### src/design/ams_defs.vh
// Register offsets, field positions, reset values and timing counts for the mode sequencer
`ifndef AMS_DEFS_VH
`define AMS_DEFS_VH
// Register byte offsets
`define AMS_REG_CTRL      12'h000
`define AMS_REG_CHOP      12'h004
`define AMS_REG_CLOCK     12'h008
`define AMS_REG_DET_CFG   12'h00c
`define AMS_REG_THR_UPPER 12'h010
`define AMS_REG_THR_LOWER 12'h014
`define AMS_REG_CMD       12'h018
`define AMS_REG_STATUS    12'h01c
`define AMS_REG_SAMPLE    12'h020
`define AMS_REG_RESULTS   12'h024
// Field positions
`define AMS_CHOP_EN_BIT   0
`define AMS_CHOP_DLY_LSB  4
`define AMS_CLK_PWR_LSB   0
`define AMS_CLK_CHEN_LSB  8
`define AMS_CLK_RATIO_LSB 16
`define AMS_DET_EN_BIT    0
`define AMS_DET_ALL_BIT   1
`define AMS_DET_LEN_LSB   4
`define AMS_DET_NUM_LSB   8
`define AMS_CTRL_PHASE_BIT 0
`define AMS_CTRL_TEST_BIT  1
// Reset values
`define AMS_RST_CHOP      32'h0000_0000
`define AMS_RST_CLOCK     32'h0004_ff02
`define AMS_RST_DET_CFG   32'h0000_0000
`define AMS_RST_THR       24'h00_0000
`define AMS_RST_CTRL      32'h0000_0000
// Commands
`define AMS_CMD_STANDBY   16'h0022
`define AMS_CMD_WAKEUP    16'h0033
// Timing counts in modulator periods; chop settle count in conversions
`define AMS_FIRST_EXTRA   44
`define AMS_WAKE_SETTLE   8
`define AMS_CHOP_SETTLES  3
// Detect oscillator: nominal sample rate in samples per second, and pclk rate in Hz
`define AMS_DET_RATE_SPS  2700
`define AMS_CLK_HZ        40000000
`endif

### src/design/ams_sequencer.v
// Mode sequencer: conversion timing, chop, power level, standby and current detect
`timescale 1ns/1ps
`include "ams_defs.vh"
module ams_sequencer #(
  parameter NCH        = 8,
  parameter RSL_CYCLES = 2048,
  // Detect sample spacing in pclk cycles; default from the nominal rate
  parameter DET_PERIOD = `AMS_CLK_HZ / `AMS_DET_RATE_SPS,
  parameter MOD_DIV    = 5
) (
  input  wire                 pclk,
  input  wire                 presetn,
  input  wire                 psel,
  input  wire                 penable,
  input  wire                 pwrite,
  input  wire [11:0]          paddr,
  input  wire [31:0]          pwdata,
  output reg  [31:0]          prdata,
  output wire                 pready,
  output wire                 pslverr,
  input  wire                 sync_reset_n,
  input  wire [NCH*24-1:0]    detect_samples,
  output reg                  data_ready_n,
  output wire                 result_strobe,
  output wire                 chop_polarity,
  output wire                 filter_reset,
  output wire                 modulator_run,
  output wire [1:0]           power_level_select,
  output wire                 reference_enable,
  output wire                 phase_cal_enable,
  output wire                 dc_test_enable,
  output wire                 device_reset
);
  // Power levels
  localparam [1:0] HIGH_RESOLUTION_LEVEL = 2'h2;
  localparam [1:0] LOW_POWER_LEVEL       = 2'h1;
  localparam [1:0] VERY_LOW_POWER_LEVEL  = 2'h0;
  // Top states
  localparam [2:0] ST_RUN   = 3'h0;
  localparam [2:0] ST_STBY  = 3'h1;
  localparam [2:0] ST_WAKE  = 3'h2;
  localparam [2:0] ST_DET   = 3'h3;
  localparam [2:0] ST_RST   = 3'h4;

  //////////////////////////////////////////////////////////////////////////////
  // Lookup tables for coded fields
  // Oversampling ratio, code 0..7 -> 128..16384
  function [15:0] ratio_lut;
    input [2:0] c;
    begin
      ratio_lut = 16'h0080 << c;
    end
  endfunction
  // Chop delay, 2^(c+1) modulator periods: 2..65536
  function [16:0] dly_lut;
    input [3:0] c;
    begin
      dly_lut = 17'h00002 << c;
    end
  endfunction
  // Detect length, (c+1)*128 -> 128..896, top code 3584
  function [11:0] len_lut;
    input [2:0] c;
    begin
      len_lut = (c == 3'h7) ? 12'he00 : {2'h0, c + 3'h1, 7'h00};
    end
  endfunction
  // Hit count, code c needs c+1 hits
  function [3:0] num_lut;
    input [2:0] c;
    begin
      num_lut = {1'b0, c} + 4'h1;
    end
  endfunction

  //////////////////////////////////////////////////////////////////////////////
  // APB register file
  reg  [31:0] ctrl_q, chop_q, clock_q, det_q;
  reg  [23:0] thr_q;
  reg  [2:0]  state_q, state_d;
  reg  [15:0] results_q;
  wire        wr_en = psel & penable & pwrite;
  wire        cmd_wr = wr_en && (paddr == `AMS_REG_CMD);
  wire        chop_enable_bit = chop_q[`AMS_CHOP_EN_BIT];
  wire [3:0]  chop_settle_delay = chop_q[`AMS_CHOP_DLY_LSB +: 4];
  wire [NCH-1:0] channel_enable_bits = clock_q[`AMS_CLK_CHEN_LSB +: NCH];
  wire [2:0]  ratio_code = clock_q[`AMS_CLK_RATIO_LSB +: 3];
  wire        detect_enable_bit = det_q[`AMS_DET_EN_BIT];
  wire        detect_all_channels = det_q[`AMS_DET_ALL_BIT];
  wire [2:0]  detect_sample_length = det_q[`AMS_DET_LEN_LSB +: 3];
  wire [2:0]  detect_hit_count = det_q[`AMS_DET_NUM_LSB +: 3];
  wire [23:0] detect_threshold = thr_q;
  assign pready  = 1'b1;
  assign pslverr = 1'b0;
  assign power_level_select = clock_q[`AMS_CLK_PWR_LSB +: 2];

  // Register writes; a long sync reset returns all but the results count to defaults
  always @(posedge pclk or negedge presetn) begin
    if (!presetn) begin
      ctrl_q  <= `AMS_RST_CTRL;
      chop_q  <= `AMS_RST_CHOP;
      clock_q <= `AMS_RST_CLOCK;
      det_q   <= `AMS_RST_DET_CFG;
      thr_q   <= `AMS_RST_THR;
    end else if (state_q == ST_RST) begin
      ctrl_q  <= `AMS_RST_CTRL;
      chop_q  <= `AMS_RST_CHOP;
      clock_q <= `AMS_RST_CLOCK;
      det_q   <= `AMS_RST_DET_CFG;
      thr_q   <= `AMS_RST_THR;
    end else if (wr_en) begin
      case (paddr)
        `AMS_REG_CTRL:      ctrl_q <= pwdata;
        `AMS_REG_CHOP:      chop_q <= pwdata;
        `AMS_REG_CLOCK:     clock_q <= pwdata;
        `AMS_REG_DET_CFG:   det_q <= pwdata;
        `AMS_REG_THR_UPPER: thr_q[23:16] <= pwdata[7:0];
        `AMS_REG_THR_LOWER: thr_q[15:0] <= pwdata[15:0];
        default: ;
      endcase
    end
  end

  // Read mux; detect samples are not readable here
  always @* begin
    case (paddr)
      `AMS_REG_CTRL:      prdata = ctrl_q;
      `AMS_REG_CHOP:      prdata = chop_q;
      `AMS_REG_CLOCK:     prdata = clock_q;
      `AMS_REG_DET_CFG:   prdata = det_q;
      `AMS_REG_THR_UPPER: prdata = {24'h00_0000, thr_q[23:16]};
      `AMS_REG_THR_LOWER: prdata = {16'h0000, thr_q[15:0]};
      `AMS_REG_STATUS:    prdata = {28'h000_0000, chop_polarity, state_q};
      `AMS_REG_RESULTS:   prdata = {16'h0000, results_q};
      default:            prdata = 32'h0000_0000;
    endcase
  end

  //////////////////////////////////////////////////////////////////////////////
  // Sync pin: two-flop synchroniser, then low-width measurement
  reg        sync_m_q, sync_s_q, sync_d_q;
  reg [15:0] low_cnt_q;
  reg        long_low_q;
  always @(posedge pclk or negedge presetn) begin
    if (!presetn) begin
      sync_m_q   <= 1'b1;
      sync_s_q   <= 1'b1;
      sync_d_q   <= 1'b1;
      low_cnt_q  <= 16'h0000;
      long_low_q <= 1'b0;
    end else begin
      sync_m_q <= sync_reset_n;
      sync_s_q <= sync_m_q;
      sync_d_q <= sync_s_q;
      if (sync_s_q) begin
        low_cnt_q  <= 16'h0000;
        long_low_q <= 1'b0;
      end else if (low_cnt_q >= RSL_CYCLES[15:0]) begin
        long_low_q <= 1'b1;
      end else begin
        low_cnt_q <= low_cnt_q + 16'h0001;
      end
    end
  end
  wire sync_fall  = sync_d_q & ~sync_s_q;
  // Short pulse known only at the rising edge, when width is below limit
  wire sync_short = ~sync_d_q & sync_s_q & ~long_low_q;

  //////////////////////////////////////////////////////////////////////////////
  // Modulator clock enable divided from pclk
  reg [7:0] mdiv_q;
  wire      mod_tick = (mdiv_q == MOD_DIV[7:0] - 8'h01);
  always @(posedge pclk or negedge presetn) begin
    if (!presetn) mdiv_q <= 8'h00;
    else if (mod_tick) mdiv_q <= 8'h00;
    else mdiv_q <= mdiv_q + 8'h01;
  end

  //////////////////////////////////////////////////////////////////////////////
  // Conversion timer
  reg  [2:0]  ratio_prev_q;
  reg  [19:0] tmr_q;
  reg  [1:0]  phase_q;     // 0 settling delay, 1 converting
  reg  [1:0]  conv_q;      // internal conversions since swap
  reg         pol_q;
  reg         first_q;     // first chop result pending
  reg         strobe_q;
  reg         frst_q;
  wire [15:0] ratio = ratio_lut(ratio_code);
  wire [19:0] dly = {3'h0, dly_lut(chop_settle_delay)};
  wire        restart = chop_enable_bit && (sync_fall || ratio_code != ratio_prev_q);
  wire        running = (state_q == ST_RUN);
  wire        tmr_done = (tmr_q == 20'h00001);
  assign chop_polarity = pol_q;
  assign filter_reset  = frst_q;
  assign result_strobe = strobe_q;

  always @(posedge pclk or negedge presetn) begin
    if (!presetn) begin
      ratio_prev_q <= 3'h0;
      tmr_q      <= 20'h00001;
      phase_q    <= 2'h0;
      conv_q     <= 2'h0;
      pol_q      <= 1'b0;
      first_q    <= 1'b1;
      strobe_q   <= 1'b0;
      frst_q     <= 1'b0;
    end else begin
      strobe_q   <= 1'b0;
      frst_q     <= 1'b0;
      ratio_prev_q <= ratio_code;
      if (!running || restart) begin
        // Restart: first chop result pays an extra 44 periods up front
        tmr_q   <= chop_enable_bit ? dly + 20'd`AMS_FIRST_EXTRA : {4'h0, ratio};
        phase_q <= 2'h0;
        conv_q  <= 2'h0;
        pol_q   <= 1'b0;
        first_q <= 1'b1;
        frst_q  <= chop_enable_bit;
      end else if (mod_tick) begin
        if (!tmr_done) begin
          tmr_q <= tmr_q - 20'h00001;
        end else if (!chop_enable_bit) begin
          tmr_q    <= {4'h0, ratio};
          strobe_q <= 1'b1;
        end else if (phase_q == 2'h0) begin
          phase_q <= 2'h1;
          tmr_q   <= {4'h0, ratio};
        end else if (conv_q == `AMS_CHOP_SETTLES - 1) begin
          // Third conversion settled: swap inputs, reset filter, delay again
          pol_q   <= ~pol_q;
          frst_q  <= 1'b1;
          conv_q  <= 2'h0;
          phase_q <= 2'h0;
          tmr_q   <= dly;
          first_q <= 1'b0;
          // Sliding pair needs both polarities; first swap gives none
          strobe_q <= ~first_q;
        end else begin
          conv_q <= conv_q + 2'h1;
          tmr_q  <= {4'h0, ratio};
        end
      end
    end
  end
  assign phase_cal_enable = ctrl_q[`AMS_CTRL_PHASE_BIT] & ~chop_enable_bit;
  assign dc_test_enable   = ctrl_q[`AMS_CTRL_TEST_BIT] & ~chop_enable_bit;

  //////////////////////////////////////////////////////////////////////////////
  // Current detect: sample pacing, per-channel hit counters
  reg  [15:0] det_tmr_q;
  reg  [11:0] det_n_q;
  reg  [3:0]  hits_q [0:NCH-1];
  reg         det_hit_q;
  reg         det_end_q;
  wire        det_tick = (det_tmr_q == 16'h0000);
  wire [3:0]  need = num_lut(detect_hit_count);
  reg  [NCH-1:0] met;
  reg  [NCH-1:0] over;
  reg  [23:0] smp;
  integer     i;
  // Absolute value against threshold, strictly greater; most negative code still counts
  always @* begin
    smp = 24'h00_0000;
    for (i = 0; i < NCH; i = i + 1) begin
      met[i]  = (hits_q[i] >= need);
      smp     = detect_samples[i*24 +: 24];
      over[i] = (smp[23] ? (24'h00_0000 - smp) : smp) > detect_threshold;
    end
  end
  wire any_met = |(met & channel_enable_bits);
  wire all_met = ((met | ~channel_enable_bits) == {NCH{1'b1}}) & (|channel_enable_bits);
  wire det_ok  = detect_all_channels ? all_met : any_met;

  always @(posedge pclk or negedge presetn) begin : det_proc
    integer    k;
    if (!presetn) begin
      det_tmr_q <= 16'h0000;
      det_n_q   <= 12'h000;
      det_hit_q <= 1'b0;
      det_end_q <= 1'b0;
      for (k = 0; k < NCH; k = k + 1) hits_q[k] <= 4'h0;
    end else begin
      det_hit_q <= 1'b0;
      det_end_q <= 1'b0;
      if (state_q != ST_DET) begin
        det_tmr_q <= DET_PERIOD[15:0] - 16'h0001;
        det_n_q   <= 12'h000;
        for (k = 0; k < NCH; k = k + 1) hits_q[k] <= 4'h0;
      end else if (det_ok) begin
        det_hit_q <= 1'b1;
      end else if (det_tick) begin
        det_tmr_q <= DET_PERIOD[15:0] - 16'h0001;
        for (k = 0; k < NCH; k = k + 1) begin
          if (over[k] && hits_q[k] != 4'hf)
            hits_q[k] <= hits_q[k] + 4'h1;
        end
        if (det_n_q == len_lut(detect_sample_length) - 12'h001) begin
          det_end_q <= 1'b1;
          det_n_q   <= 12'h000;
        end else begin
          det_n_q <= det_n_q + 12'h001;
        end
      end else begin
        det_tmr_q <= det_tmr_q - 16'h0001;
      end
    end
  end

  //////////////////////////////////////////////////////////////////////////////
  // Top mode machine
  reg [3:0] wake_q;
  always @* begin
    state_d = state_q;
    case (state_q)
      ST_RUN:  if (cmd_wr && pwdata[15:0] == `AMS_CMD_STANDBY) state_d = ST_STBY;
      ST_STBY: begin
        if (cmd_wr && pwdata[15:0] == `AMS_CMD_WAKEUP) state_d = ST_WAKE;
        else if (sync_short && detect_enable_bit) state_d = ST_DET;
      end
      ST_WAKE: if (wake_q == `AMS_WAKE_SETTLE) state_d = ST_RUN;
      ST_DET: begin
        if (det_hit_q || det_end_q || !detect_enable_bit) state_d = ST_STBY;
      end
      ST_RST:  if (sync_s_q) state_d = ST_WAKE;
      default: state_d = ST_STBY;
    endcase
    if (long_low_q) state_d = ST_RST;
  end

  // State, wake settle count, data-ready pin
  always @(posedge pclk or negedge presetn) begin
    if (!presetn) begin
      state_q      <= ST_RUN;
      wake_q       <= 4'h0;
      data_ready_n <= 1'b1;
      results_q    <= 16'h0000;
    end else begin
      state_q <= state_d;
      if (state_q != ST_WAKE) wake_q <= 4'h0;
      else if (mod_tick) wake_q <= wake_q + 4'h1;
      // Strobe or detection drops the pin; rises on next modulator tick
      if ((strobe_q && running) || det_hit_q) begin
        data_ready_n <= 1'b0;
        results_q    <= results_q + 16'h0001;
      end else if (mod_tick) begin
        data_ready_n <= 1'b1;
      end
    end
  end
  // Standby and detect leave the reference and modulators off
  assign modulator_run    = running;
  assign reference_enable = running | (state_q == ST_WAKE);
  assign device_reset     = (state_q == ST_RST);
endmodule // ams_sequencer

### config.mk
export PLATFORM = sky130hd
export DESIGN_NAME = ams_sequencer
export DESIGN_NICKNAME = d
export VERILOG_FILES = /design/src/design/ams_sequencer.v
export VERILOG_INCLUDE_DIRS = /design/src /design/src/design
export SDC_FILE = /design/constraint.sdc
export NUM_CORES = 1
export LEC_CHECK = 0
export CAP_MARGIN = 20
export CORE_UTILIZATION = 50
export DETAILED_ROUTE_END_ITERATION = 6
export DONT_BUFFER_PORTS = 1
export SYNTH_ARGS = -nofsm -noshare
export SYNTH_HDL_FRONTEND = slang
export SYNTH_SLANG_ARGS = --single-unit
### constraint.sdc
create_clock -name pclk -period 10.2 [get_ports pclk]
set_clock_uncertainty 0.1 [all_clocks]
set_input_delay 1.53 -clock pclk [delete_from_list [all_inputs] [get_ports pclk]]
set_output_delay 1.53 -clock pclk [all_outputs]
set_load 0.02 [all_outputs]
# Yosys cells after proc, flatten, opt, wreduce, memory -nomap -nowiden
# Cells that the tools add are included.
[op_classes]
n_shift = 2
n_eq_ne = 40
add_sub_neg = 28
reduce_logical = 70
n_mux = 111
n_mul = 0
bitwise = 18
magnitude_cmp = 17
n_div = 0
[op_table]
columns = ["op", "n"]
rows = [
  ["32-bit two-way mux", 15],
  ["32-bit one-hot mux with 8 select lines", 1],
  ["24-bit two-way mux", 10],
  ["24-bit > comparator", 8],
  ["1-bit by 24-bit subtractor with 24-bit output, first input constant", 8],
  ["16-bit two-way mux", 6],
  ["12-bit two-way mux", 5],
  ["20-bit two-way mux", 3],
  ["17-bit two-way mux", 3],
  ["12-bit by 5-bit == test with 1-bit output, second input constant", 4],
  ["2-bit nonzero test", 23],
  ["4-bit two-way mux", 10],
  ["4-bit by 1-bit adder with 4-bit output, second input constant", 9],
  ["4-bit != test, second input constant", 9],
  ["1-bit two-way mux", 35],
  ["16-bit by 1-bit adder with 16-bit output, second input constant", 2],
  ["16-bit by 6-bit == test with 1-bit output, second input constant", 2],
  ["4-bit >= comparator", 8],
  ["12-bit by 4-bit == test with 1-bit output, second input constant", 2],
  ["2-bit two-way mux", 12],
  ["3-bit AND reduction", 8],
  ["3-bit two-way mux", 7],
  ["20-bit by 1-bit == test with 1-bit output, second input constant", 1],
  ["20-bit by 1-bit subtractor with 20-bit output, second input constant", 1],
  ["other kinds (48)", 94],
]
[totals]
rom_bits = 0
out_inout_bits = 45
ramBits = 0
memories = 0
regBits = 297
latchBits = 0

# Depth between registers and ports, before layout
# Gate-level depths: netlist of the first run.
[depth]
ltp_word = 8
depth_mapped = 18

# Worst setup path before layout of the first run
# No wires, ideal clock.
[synth_path]
path_kind = "input to register"
startpoint = "input port detect_samples[29]"
endpoint = "register hits_q[27] in the netlist's numbering"
t_required_ns = 10.022
cell_stages = 15
setup_ns = 0.078
n_path_buf = 0
arrival_time_ns = 5.751
slack_ns = 4.271
cell_sequence = "or4_1 -> or2_1 -> or4_4 -> or4_1 -> or4_4 -> o41ai_2 -> xnor2_1 -> ha_1 -> nand4_1 -> nor4_1 -> o31ai_1 -> a31oi_1 -> nand4_1 -> or3_1 -> a21oi_1"
[synth_via]
elab_chain_cells = 6
[synth_lines]
columns = ["item", "line_no", "source"]
rows = [
  ["from (decl)", "ams_sequencer.v:22", "input wire [NCH*24-1:0] detect_samples,"],
  ["1-bit by 24-bit subtractor with 24-bit output", "ams_sequencer.v:268", "over[i] = (smp[23] ? (24'h00_0000 - smp) : smp) > detect_threshold;"],
  ["24-bit two-way mux *", "ams_sequencer.v:268", ""],
  ["24-bit > comparator *", "ams_sequencer.v:268", ""],
  ["1-bit logical AND *", "ams_sequencer.v:295", "if (over[k] && hits_q[k] != 4'hf)"],
  ["2-bit nonzero test (no source line) *", "n/a", ""],
  ["3-bit AND reduction (no source line) *", "n/a", ""],
  ["to (signal, indexed assignment)", "ams_sequencer.v:296", "hits_q[k] <= hits_q[k] + 4'h1;"],
  ["to (decl)", "ams_sequencer.v:253", "reg [3:0] hits_q [0:NCH-1];"],
]
# Mark *: on every way between the ends. The rest lies on a longest branch, timed or not.
# A chain may end at the register's enable or synchronous reset.

# Worst setup path after layout of the first run
[layout_path]
startpoint = "input port detect_samples[29]"
endpoint = "register hits_q[26] in the netlist's numbering"
# The elaborated chain is that of the path after synthesis.

==> summary.md, run 1 <==
| Metric | Value |
|---|---|
| Signed area change from the synthesized netlist to the final layout | `7.471%` |
| Number of nets in the layout | `~3300` |
| Number of synthesized flops with an enable pin | `0` |
| Arithmetic-cell share of the synthesized area counting full adders, half adders and majority gates | `13.90%` |
| Worst hold-check path type | `register to register` |
| Multiplexer area fraction after synthesis | `0.4794%` |
| Power per cell area | `113.0 mW/mm^2` |
| Clock-pin transition on the worst setup and hold timing paths | `around 60 ps` |
| Setup Slack @ Placement | `between 3000 and 4000 ps` |
| Total number of placement rows | `slightly below 80` |
| Most used flip-flop cell after synthesis | `dfrtp_1` |
| Number of vias per cell | `approximately 6.4` |
| Area of the mapped netlist | `approximately 0.023 mm^2` |
| Number of failing hold endpoints at the final stage | `0` |
| Final antenna diode count | `0` |
| Synth Area per Inst | `8.248 um^2` |
| Hold-fix buffers at CTS | `0` |
| Vias | `~22000` |
| Final Core Density | `54.77%` |
| Worst slew slack as a fraction of its limit | `between 30% and 40%` |
| Largest family of logic cells by synthesized area | `simple AND/OR/NAND/NOR gates` |
| DRT iter0 DRCs | `roughly 2000` |
| Simple-gate share of the synthesized area | `between 20% and 30%` |
| Outcome | `finished clean` |
| Yosys reg bits | `roughly 300` |
| CTS Buf Count | `36` |
| TritonCTS clock tree | `done` |
| Yosys Warn Count | `0` |
| Port Buffers | `0` |
| Unrepaired setup endpoints after global routing | `false` |
| Synth Area in Compound Gates | `approximately a fifth` |
| Syn Inst Count | `2816` |
| First-pass GRT wire length | `~120 mm` |
| Initial antenna violation count | `0` |
| Total negative setup slack | `0 ps` |
| Via count of the first global-routing pass | `20620` |
| Maximum fanout along the worst path | `6` |
| Most common library cell in the layout ignoring fill and taps | `nand2_1` |
| Seq/Total Area, Yosys | `a little under a third` |
| Pin count of the biggest net entering global routing | `297` |
| Arrival time reported for the critical path endpoint | `roughly 6200 ps` |
| Ys async rst share | `between 90% and 100%` |
| Tcrit/Tclk final | `57.74%` |
| Required time of the critical path | `between 10000 and 15000 ps` |
| Leakage power | `approximately 10 nW` |
| Final setup violation count | `0` |
| Total routed wirelength | `between 70 and 80 mm` |
| H-tree Lvls | `2` |
| Number of placed cells counting well taps | `between 3000 and 4000` |
| Max frequency | `between 150 and 200 MHz` |
| Total number of clock tree sinks | `296` |
| Crit path time final | `about 5900 ps` |
| Startpoint type of the worst setup path | `input port` |
| GPL Wtd Cong | `0.9117` |
| Distinct cell type count after synthesis | `between 60 and 70` |
| Number of iterations in the first detailed-routing pass | `7` |
| Number of slew-limit violations in the final report | `0` |
| Die boundary height | `around 220 um` |
| Max-cap viol count | `0` |
| Root buffer cell | `clkbuf_16` |
| Filler-free cell count of the finished design | `~3400` |
| Xor/xnor cell area share of the yosys netlist | `8.296%` |
| Clock insertion delay at the later pin of the skew report | `around 560 ps` |
| Total track usage | `between 30% and 40%` |
| CP Capture Type | `register` |
| CTS-repair resized insts | `0` |
| Worst ir drop on vdd | `0.1242 mV` |
| Crit path setup slack, layout | `approximately 4300 ps` |
| Area of the core | `approximately 0.046 mm^2` |
| Final ANT Viol Nets | `0` |
| Routed WL per cell | `roughly 22 um` |
| Measured slew at the worst slew-check pin | `around 1000 ps` |
| Net Count, Synth | `between 3000 and 4000` |
| Horizontal die dimension | `between 200 and 250 um` |
| HPWL after detailed placement | `between 50 and 60 mm` |
| Full die area | `0.04732 mm^2` |
| Setup CP Type | `input port to register` |
| DRC violations left | `0` |
| Remaining Overflow, GRT | `0` |
| Highest-count cells in the layout ignoring fill and taps | `nand2_1 (499), a21oi_1 (282), dfrtp_1 (280)` |
| Effective utilization at floorplan | `50.96%` |
| Number of top-level design ports | `roughly 290` |
| Fraction of final layout cells sized beyond drive strength 1 | `under 10%` |
| Maximum root-to-sink buffer count | `3` |
| Post CTS Setup Buffer Count | `0` |
==> where the power goes <==
group | internal [mW] | total (mW) | switching, mW | leakage, nW
logic | 0.157 | 0.323 | 0.166 | 5.51
clock network | 0.777 | 1.31 | 0.531 | 0.599
registers | 1.18 | 1.19 | 0.00872 | 3.92
==> area by class of cell <==
| type | count | area (um^2) |
|---|---|---|
| Fill cell | 4217 | 20610 |
| Tap cell | 600 | 750.7 |
| Clock buffer | 48 | 1049 |
| Inverter | 94 | 355.3 |
| Clock inverter | 17 | 158.9 |
| Multi-Input combinational cell | 2304 | 15030 |
| Timing Repair Buffer | 24 | 191.4 |
| Sequential cell | 296 | 7427 |
==> kinds of logic (layout without fill, tap and decap cells) <==
group	Yosys count	in the layout
other	2	2
DFF	296	296
buffers and inverters	216	183
muxes	11	11
adders and majority gates	258	258
xor gates and xnor gates	220	220
AOI/OAI and AO/OA	715	715
and+or+nand+nor	1098	1098
==> sequential cells by signal, indices dropped and copies added, names as in the netlist, 20 cells and up <==
name              flops
detect_threshold     24
chop_q               32
ctrl_q               32
hits_q               32
tmr_q                20
clock_q              32
det_q                32
==> final timing paths <==
path                                    start           end  slack [ps]  cells past startpoint
min in group asynchronous             presetn  low_cnt_q[8]         580                      0
min                                  sync_m_q      sync_s_q         250                      0
max reg2reg                          det_q[8]   det_n_q[10]        5130                     13
max                        detect_samples[29]    hits_q[26]        4310                     15
max in group asynchronous             presetn    chop_q[21]        8650                      0
min reg2reg                          sync_m_q      sync_s_q         250                      0
==> per-layer routing <==
layer | wire (um) | up-vias | track usage (%) | part of all wire (%)
met5 | 0 | - | 0 | 0
met4 | 2182 | 0 | 9.390 | 2.9
met3 | 6904 | 118 | 7.364 | 9.1
met2 | 34080 | 833 | 49.88 | 45
met1 | 32840 | 10410 | 43.30 | 43
li1 | - | 10150 | - | -
==> critical path, stage by stage <==
cell,delay (ps)
or4_1,540
or2_1,260
or4_4,490
or4_1,430
or4_4,460
o41ai_2,340
xnor2_1,110
ha_1,300
nand4_1,170
nor4_1,480
o31ai_1,140
a31oi_1,190
nand4_1,260
or3_1,400
a21oi_1,150
==> metrics by stage <==
stage	power, mW	hold WS (ps)	instance area, um^2
2_1_floorplan	1.467	245.2	23230
3_3_place_gp	1.515	246.1	23720
3_5_place_dp	1.528	247.2	23730
4_1_cts	2.844	255.5	24940
5_1_grt	2.939	256.2	24960
6_report	2.821	254.4	24960
==> Yosys cell counts (5+ instances only) <==
| library cell | number | area, um^2 |
|---|---|---|
| or4_1 | 36 | 270.3 |
| and3_1 | 19 | 118.9 |
| a32o_1 | 6 | 60.06 |
| nand4_1 | 68 | 425.4 |
| nor2_1 | 147 | 551.8 |
| nand3_1 | 88 | 440.4 |
| nand2_1 | 499 | 1873 |
| inv_1 | 93 | 349.1 |
| a211oi_1 | 6 | 45.04 |
| nor4_1 | 35 | 219.0 |
| a222oi_1 | 44 | 440.4 |
| a2111oi_0 | 15 | 131.4 |
| clkbuf_1 | 112 | 420.4 |
| a22oi_1 | 13 | 97.59 |
| xnor2_1 | 204 | 1787 |
| or2_2 | 7 | 43.79 |
| a21oi_1 | 282 | 1411 |
| o21ai_0 | 145 | 725.7 |
| o21a_1 | 10 | 75.07 |
| nor3_1 | 51 | 255.2 |
| mux2i_1 | 10 | 100.1 |
| ha_1 | 258 | 3228 |
| dfstp_2 | 16 | 420.4 |
| or3_1 | 47 | 294.0 |
| nor2b_1 | 24 | 150.1 |
| a21boi_0 | 11 | 82.58 |
| a21o_1 | 21 | 157.7 |
| and2_1 | 5 | 31.28 |
| o31ai_1 | 59 | 442.9 |
| a31oi_1 | 21 | 131.4 |
| nor3b_1 | 5 | 37.54 |
| xor2_1 | 16 | 140.1 |
| o41ai_1 | 34 | 297.8 |
| nand2b_1 | 43 | 269.0 |
| dfrtp_1 | 280 | 7007 |
| nor4bb_1 | 5 | 50.05 |
| nor4b_1 | 5 | 43.79 |
| o211ai_1 | 12 | 90.09 |
| o22ai_1 | 6 | 37.54 |
Note: power is estimated with default switching activity, not from simulation.
==> inputs of run 2 (changes only) <==
==> constraint.sdc (replaced) <==
create_clock -name pclk -period 5.55 [get_ports pclk]
set_clock_uncertainty 0.1 [all_clocks]
set_input_delay 0.8325 -clock pclk [delete_from_list [all_inputs] [get_ports pclk]]
set_output_delay 0.8325 -clock pclk [all_outputs]
set_load 0.02 [all_outputs]
==> run 2 against run 1 <==
- first-iteration DRC count rose by 4.7%
- final area up 0.34%
- critical path depth did not move
- clock-buffer cell count rose by 2
- sequential share of layout area fell by 0.10 points
- flip-flop and latch count did not move
- the flow now finishes with violations (negative hold slack)
- largest cell class unchanged
==> summary.md, run 2 (same netlist as run 1, synthesis figures left out) <==
| Metric | Value |
|---|---|
| Outcome | `complete, but fails checks` |
| Violations in the final reports | `negative hold slack` |
| Measured slew at the worst slew-check pin | `1078 ps (+73.51 ps)` |
| Full die area | `0.04732 mm^2 (unchanged)` |
| Clock insertion delay at the later pin of the skew report | `560 ps (about the same)` |
| Crit path time final | `5017 ps` |
| Remaining Overflow, GRT | `0 (unchanged)` |
| Number of top-level design ports | `287 (unchanged)` |
| Total negative setup slack | `0 ps (unchanged)` |
| Highest-count cells in the layout ignoring fill and taps | `nand2_1 (499), a21oi_1 (282), dfrtp_1 (280)` |
| Required time of the critical path | `5910 ps (-4640 ps)` |
| Final ANT Viol Nets | `0 (unchanged)` |
| Endpoint of the lowest-slack register-to-register path | `det_n_q[7]` |
| Signed area change from the synthesized netlist to the final layout | `7.838%` |
| HPWL after detailed placement | `54.19 mm (+0.47%)` |
| Total number of placement rows | `78 (unchanged)` |
| Power per cell area | `207.6 mW/mm^2 (+84%)` |
| Total track usage | `31.81% (+0.069 points)` |
| Vias | `21630 (+0.57%)` |
| Number of placed cells counting well taps | `3329 (+0.39%)` |
| Tightest hold margin | `-111.9 ps (-366.3 ps)` |
| Maximum root-to-sink buffer count | `3 (unchanged)` |
| First-pass GRT wire length | `117.8 mm (+0.34%)` |
| Startpoint of the lowest-slack register-to-register path | `det_q[8]` |
| Setup CP Type | `input port to register` |
| Number of nets in the layout | `3267 (+0.34%)` |
| Combinational power share | `11.5% (about the same)` |
| TritonCTS clock tree | `done` |
| Port Buffers | `0 (unchanged)` |
| Number of vias per cell | `6.375 (+0.27%)` |
| Clock-pin transition on the worst setup and hold timing paths | `50 ps (about the same)` |
| Die boundary height | `217.5 um (unchanged)` |
| Worst ir drop on vdd | `0.2713 mV (+120%)` |
| Total number of clock tree sinks | `296 (unchanged)` |
| Maximum fanout along the worst path | `5 (-1)` |
| Max-cap viol count | `0 (unchanged)` |
| DRT iter0 DRCs | `2107 (+4.7%)` |
| Final setup violation count | `0 (unchanged)` |
| Effective utilization at floorplan | `50.96% (unchanged)` |
| Number of slew-limit violations in the final report | `0 (unchanged)` |
| Worst hold-check path type | `input port to asynchronous set/reset pin` |
| Root buffer cell | `clkbuf_16` |
| Clock network power share | `46.5% (about the same)` |
| Post CTS Setup Buffer Count | `0 (unchanged)` |
| H-tree Lvls | `2 (unchanged)` |
| CTS Buf Count | `36 (unchanged)` |
| Tcrit/Tclk final | `90.40%` |
| Filler-free cell count of the finished design | `3393 (+0.30%)` |
| Pin count of the biggest net entering global routing | `297 (unchanged)` |
| Power share of the sequential group | `42.1% (about the same)` |
| Int Pwr | `3.900 mW (+84%)` |
| GPL Wtd Cong | `0.9154 (+0.41%)` |
| Most common library cell in the layout ignoring fill and taps | `nand2_1` |
| Area of the core | `0.04558 mm^2 (unchanged)` |
| Routed WL per cell | `22.48 um (about the same)` |
| CTS-repair resized insts | `0 (unchanged)` |
| Total routed wirelength | `76.29 mm (+0.37%)` |
| Fraction of final layout cells sized beyond drive strength 1 | `4.977% (+0.23 points)` |
| Unrepaired setup endpoints after global routing | `false` |
| Horizontal die dimension | `217.5 um (unchanged)` |
| Logic depth of the worst register-to-register path | `11 (-2)` |
| Number of failing hold endpoints at the final stage | `164 (+164)` |
| Share of total power consumed by net switching | `25.01% (about the same)` |
| Leakage power | `10.07 nW (+0.40%)` |
| Worst slew slack as a fraction of its limit | `27.51% (-5.3 points)` |
| Via count of the first global-routing pass | `20780 (+0.78%)` |
| Internal reg-to-reg setup slack | `760 ps (-4370 ps)` |
| CP Capture Type | `register` |
| Final antenna diode count | `0 (unchanged)` |
| Arrival time reported for the critical path endpoint | `5380 ps (-860 ps)` |
| Initial antenna violation count | `0 (unchanged)` |
| DRC violations left | `0 (unchanged)` |
| Net switching power of the design | `1.301 mW (+84%)` |
| Startpoint type of the worst setup path | `input port` |
| Number of iterations in the first detailed-routing pass | `6 (-1)` |
| Max frequency | `around 200 MHz` |
-- run 2: cell types whose count changed in the layout (fill, tap and decap cells not counted) --
| cell | delta |
|---|---|
| buf_12 | +1 |
| buf_4 | +13 |
| buf_6 | -3 |
| bufinv_16 | +1 |
| clkinv_16 | +1 |
| clkinv_4 | -2 |
| clkinv_8 | -1 |
| clkbuf_8 | +1 |
| clkbuf_1 | +3 |
| inv_6 | +2 |
| clkinvlp_4 | +1 |
| clkbuf_16 | -2 |
| clkinv_2 | -5 |
-- run 2: how the worst max path moves through the flow --
stage | from | endpoint | slack [ps]
2_1_floorplan | detect_samples[29] | hits_q[27] | 320
3_3_place_gp | detect_samples[29] | hits_q[26] | 110
3_5_place_dp | detect_samples[29] | hits_q[26] | 30
4_1_cts | detect_samples[29] | hits_q[26] | 560
5_1_grt | detect_samples[29] | hits_q[26] | 240
6_report | detect_samples[29] | hits_q[26] | 530
-- run 2: routing by layer --
| layer | vias up | share of wire, % | track usage (%) | wire [um] |
|---|---|---|---|---|
| li1 | 10170 | - | - | - |
| met1 | 10470 | 43 | 42.87 | 32460 |
| met2 | 851 | 45 | 49.97 | 34390 |
| met3 | 135 | 9.3 | 7.615 | 7098 |
| met4 | 0 | 3.1 | 10.40 | 2338 |
| met5 | - | 0 | 0 | 0 |
-- run 2: per-stage QoR --
step           power, mW  instance area, um^2  setup slack, ps  hold slack, ps  util, %
3_5_place_dp       2.810                23840            31.64           247.3    52.31
3_3_place_gp       2.783                23840            114.2           246.5    52.31
6_report           5.201                25050            532.7          -111.9    54.96
4_1_cts            5.240                25050            558.2          -132.3    54.96
5_1_grt            5.407                25050            236.2          -137.8    54.96
2_1_floorplan      2.695                23230            318.1           245.2        -
-- run 2: final cells by class --
| cell class | count | area [um^2] |
|---|---|---|
| multi-input cells | 2304 | 15030 |
| inverters | 94 | 355.3 |
| well taps | 600 | 750.7 |
| clock inverters | 14 | 185.2 |
| fillers | 4203 | 20530 |
| flip-flops and latches | 296 | 7427 |
| clock buffers | 50 | 1023 |
| repair buffers | 35 | 275.3 |
-- run 2: critical path, cell delays in order --
cell and delay [ps]:
or4_1 530, or2_1 250, or4_4 500, or4_1 430
or4_4 460, o41ai_2 340, xnor2_1 120, ha_1 300
nand4_1 140, nor4_1 400, o31ai_1 130, a31oi_1 210
nand4_1 200, or3_1 380, a21oi_1 150
-- run 2: power groups by stage --
stage	logic, mW	clock network (mW)	registers, mW
floorplan	0.476	0	2.22
global placement	0.558	0	2.23
detailed placement	0.585	0	2.23
CTS	0.591	2.46	2.19
global route	0.675	2.54	2.19
finish	0.597	2.42	2.19
==> inputs of run 3 (changes only) <==
--- a/config.mk
+++ b/config.mk
@@ -7,6 +7,7 @@
 export NUM_CORES = 1
 export LEC_CHECK = 0
 export CAP_MARGIN = 20
+export CORE_ASPECT_RATIO = 1.1
 export CORE_UTILIZATION = 50
 export DETAILED_ROUTE_END_ITERATION = 6
 export DONT_BUFFER_PORTS = 1
==> run 3 against run 2 <==
- the flow still finishes with violations (negative hold slack)
- hold slack got worse by 28 ps
- sequential share of layout area rose by 0.20 points
- flip-flop and latch count stayed put
- first-iteration DRC count is 9.4% lower
- via count shrank 1.1%
- die area about the same
- critical endpoint is now hits_q[27]
==> summary.md, run 3 (same netlist as run 1, synthesis figures left out) <==
| Metric | Value |
|---|---|
| Full die area | `0.04732 mm^2 (about the same)` |
| Horizontal die dimension | `207.5 um (-4.6%)` |
| Final setup violation count | `0 (unchanged)` |
| Port Buffers | `0 (unchanged)` |
| Number of failing hold endpoints at the final stage | `96 (-41%)` |
| Largest stage delay, worst path | `520 ps (about the same)` |
| Measured slew at the worst slew-check pin | `1147 ps (+68.29 ps)` |
| Fraction of final layout cells sized beyond drive strength 1 | `4.813% (-0.16 points)` |
| Routed WL per cell | `21.55 um (-4.2%)` |
| Startpoint of the lowest-slack register-to-register path | `det_q[8]` |
| Int Pwr | `3.753 mW (-3.8%)` |
| Total track usage | `30.14% (-1.7 points)` |
| H-tree Lvls | `1 (-1)` |
| Power per cell area | `199.8 mW/mm^2 (-3.8%)` |
| Slowest cell on the critical path | `or4_1` |
| Worst hold-check path type | `input port to asynchronous set/reset pin` |
| Power share of the sequential group | `44.0% (+1.9 points)` |
| Tcrit/Tclk final | `88.71% (-1.7 points)` |
| DRC violations left | `0 (unchanged)` |
| Clock insertion delay at the later pin of the skew report | `590 ps (+30 ps)` |
| Critical Path Start | `detect_samples[29]` |
| Ordered cell list for the critical path | `or4_1, or2_1, or4_4, or4_1, or4_4, o41ai_2, xnor2_1, ha_1, nand4_1, nor4_1, o31ai_1, a31oi_1, nand4_1, or3_1, a21oi_1` |
| Via count of the first global-routing pass | `20660 (-0.58%)` |
| Signed area change from the synthesized netlist to the final layout | `7.116%` |
| Crit path time final | `4923 ps (-94.19 ps)` |
| Area of the core | `0.04566 mm^2 (+0.18%)` |
| Net switching power of the design | `1.218 mW (-6.4%)` |
| Total routed wirelength | `72.66 mm (-4.8%)` |
| Initial antenna violation count | `0 (unchanged)` |
| Clock network power share | `44.3% (-2.2 points)` |
| Share of total power consumed by net switching | `24.51% (-0.51 points)` |
| Violations in the final reports | `negative hold slack` |
| Arrival time reported for the critical path endpoint | `5340 ps (-40 ps)` |
| Worst ir drop on vdd | `0.3860 mV (+42%)` |
| Tightest hold margin | `-140.0 ps (-28.17 ps)` |
| Required time of the critical path | `5960 ps (+50 ps)` |
| Die boundary height | `228.1 um (+4.8%)` |
| Largest delay contributor family on the critical path | `simple AND/OR/NAND/NOR gates` |
| GPL Wtd Cong | `0.9054 (-1.1%)` |
| Vias | `21390 (-1.1%)` |
| First-pass GRT wire length | `114.2 mm (-3.1%)` |
| Startpoint type of the worst setup path | `input port` |
| Buffers plus inverters on the worst setup path | `0 (unchanged)` |
| Outcome | `complete, but fails checks` |
| CP Capture Type | `register` |
| Final antenna diode count | `0 (unchanged)` |
| Root buffer cell | `clkbuf_16` |
| Total number of placement rows | `82 (+5.1%)` |
| Most common library cell in the layout ignoring fill and taps | `nand2_1` |
| Post CTS Setup Buffer Count | `0 (unchanged)` |
| Setup CP Type | `input port to register` |
| Number of slew-limit violations in the final report | `0 (unchanged)` |
| CTS-repair resized insts | `0 (unchanged)` |
| Max-cap viol count | `0 (unchanged)` |
| Maximum root-to-sink buffer count | `3 (unchanged)` |
| Effective utilization at floorplan | `50.87% (-0.089 points)` |
| Number of iterations in the first detailed-routing pass | `6 (unchanged)` |
| Leakage power | `10.01 nW (-0.67%)` |
| Max frequency | `203.1 MHz (+1.9%)` |
| HPWL after detailed placement | `51.47 mm (-5.0%)` |
| Final ANT Viol Nets | `0 (unchanged)` |
| Highest-count cells in the layout ignoring fill and taps | `nand2_1 (499), a21oi_1 (281), dfrtp_1 (280)` |
| Number of top-level design ports | `287 (unchanged)` |
| DRT iter0 DRCs | `1908 (-9.4%)` |
| Number of nets in the layout | `3259 (-0.24%)` |
| Remaining Overflow, GRT | `0 (unchanged)` |
| Worst slew slack as a fraction of its limit | `23.28% (-4.2 points)` |
| Combinational power share | `11.7% (+0.2 points)` |
| Final Core Density | `54.49% (-0.46 points)` |
| Maximum fanout along the worst path | `5 (unchanged)` |
| Unrepaired setup endpoints after global routing | `false` |
| CTS Buf Count | `31 (-14%)` |
| TritonCTS clock tree | `done` |
| Clock-pin transition on the worst setup and hold timing paths | `70 ps (+20 ps)` |
| Total number of clock tree sinks | `296 (unchanged)` |
| Pin count of the biggest net entering global routing | `297 (unchanged)` |
| Total negative setup slack | `0 ps (unchanged)` |
| Number of vias per cell | `6.343 (-0.50%)` |
## run 3: cell count changes in the layout (fill, tap and decap cells not counted), sizes merged
| cell | change |
|---|---|
| clkbuf | -9 |
| buf | -3 |
| clkinv | +2 |
| bufinv | +1 |
| clkinvlp | -1 |
| inv | +1 |
## run 3: final timing paths
kind                       cells past startpoint  slack, ps            to
max in group asynchronous                      0       4690     det_q[17]
min in group pclk                              0        160      sync_m_q
setup / recovery                              15        630    hits_q[27]
hold / removal                                 0       -140  low_cnt_q[6]
setup reg to reg                              12        820   det_n_q[10]
hold reg to reg                                0        260      sync_s_q
## run 3: layer usage
layer	part of all wire (%)	up-vias	GRT usage, %	wire, um
met1	41	10410	37.05	29710
li1	-	10120	-	-
met2	49	710	52.30	35290
met5	0	-	0	0
met4	4.2	0	12.64	3053
met3	6.3	148	4.791	4604
## run 3: stage by stage
step	hold slack [ps]	instances	power (mW)	setup WS, ps	instance area [um^2]
after floorplan	245.2	2816	2.695	318.1	23230
after global placement	248.5	3314	2.773	102.2	23810
after detailed placement	250.8	3314	2.800	42.21	23810
after CTS	-168.7	3372	5.019	643.7	24880
after global routing	-167.2	3372	5.181	274.9	24880
final	-140.0	3372	4.971	626.9	24880
## run 3: cell type report
type / instances / area (um^2)
fill: 4230 / 20780
tap: 588 / 735.7
multi-input combinational: 2304 / 15030
clock inverter: 17 / 201.4
clock buffer: 41 / 873.3
inverter: 94 / 355.3
sequential: 296 / 7427
timing repair buffer: 32 / 252.7
## run 3: power by group through the flow
stage / Combinational [mW] / Sequential [mW] / Clock, mW
3_3_place_gp: 0.548 / 2.22 / 0
3_5_place_dp: 0.574 / 2.23 / 0
5_1_grt: 0.664 / 2.19 / 2.33
2_1_floorplan: 0.476 / 2.22 / 0
6_report: 0.583 / 2.19 / 2.20
4_1_cts: 0.580 / 2.19 / 2.25
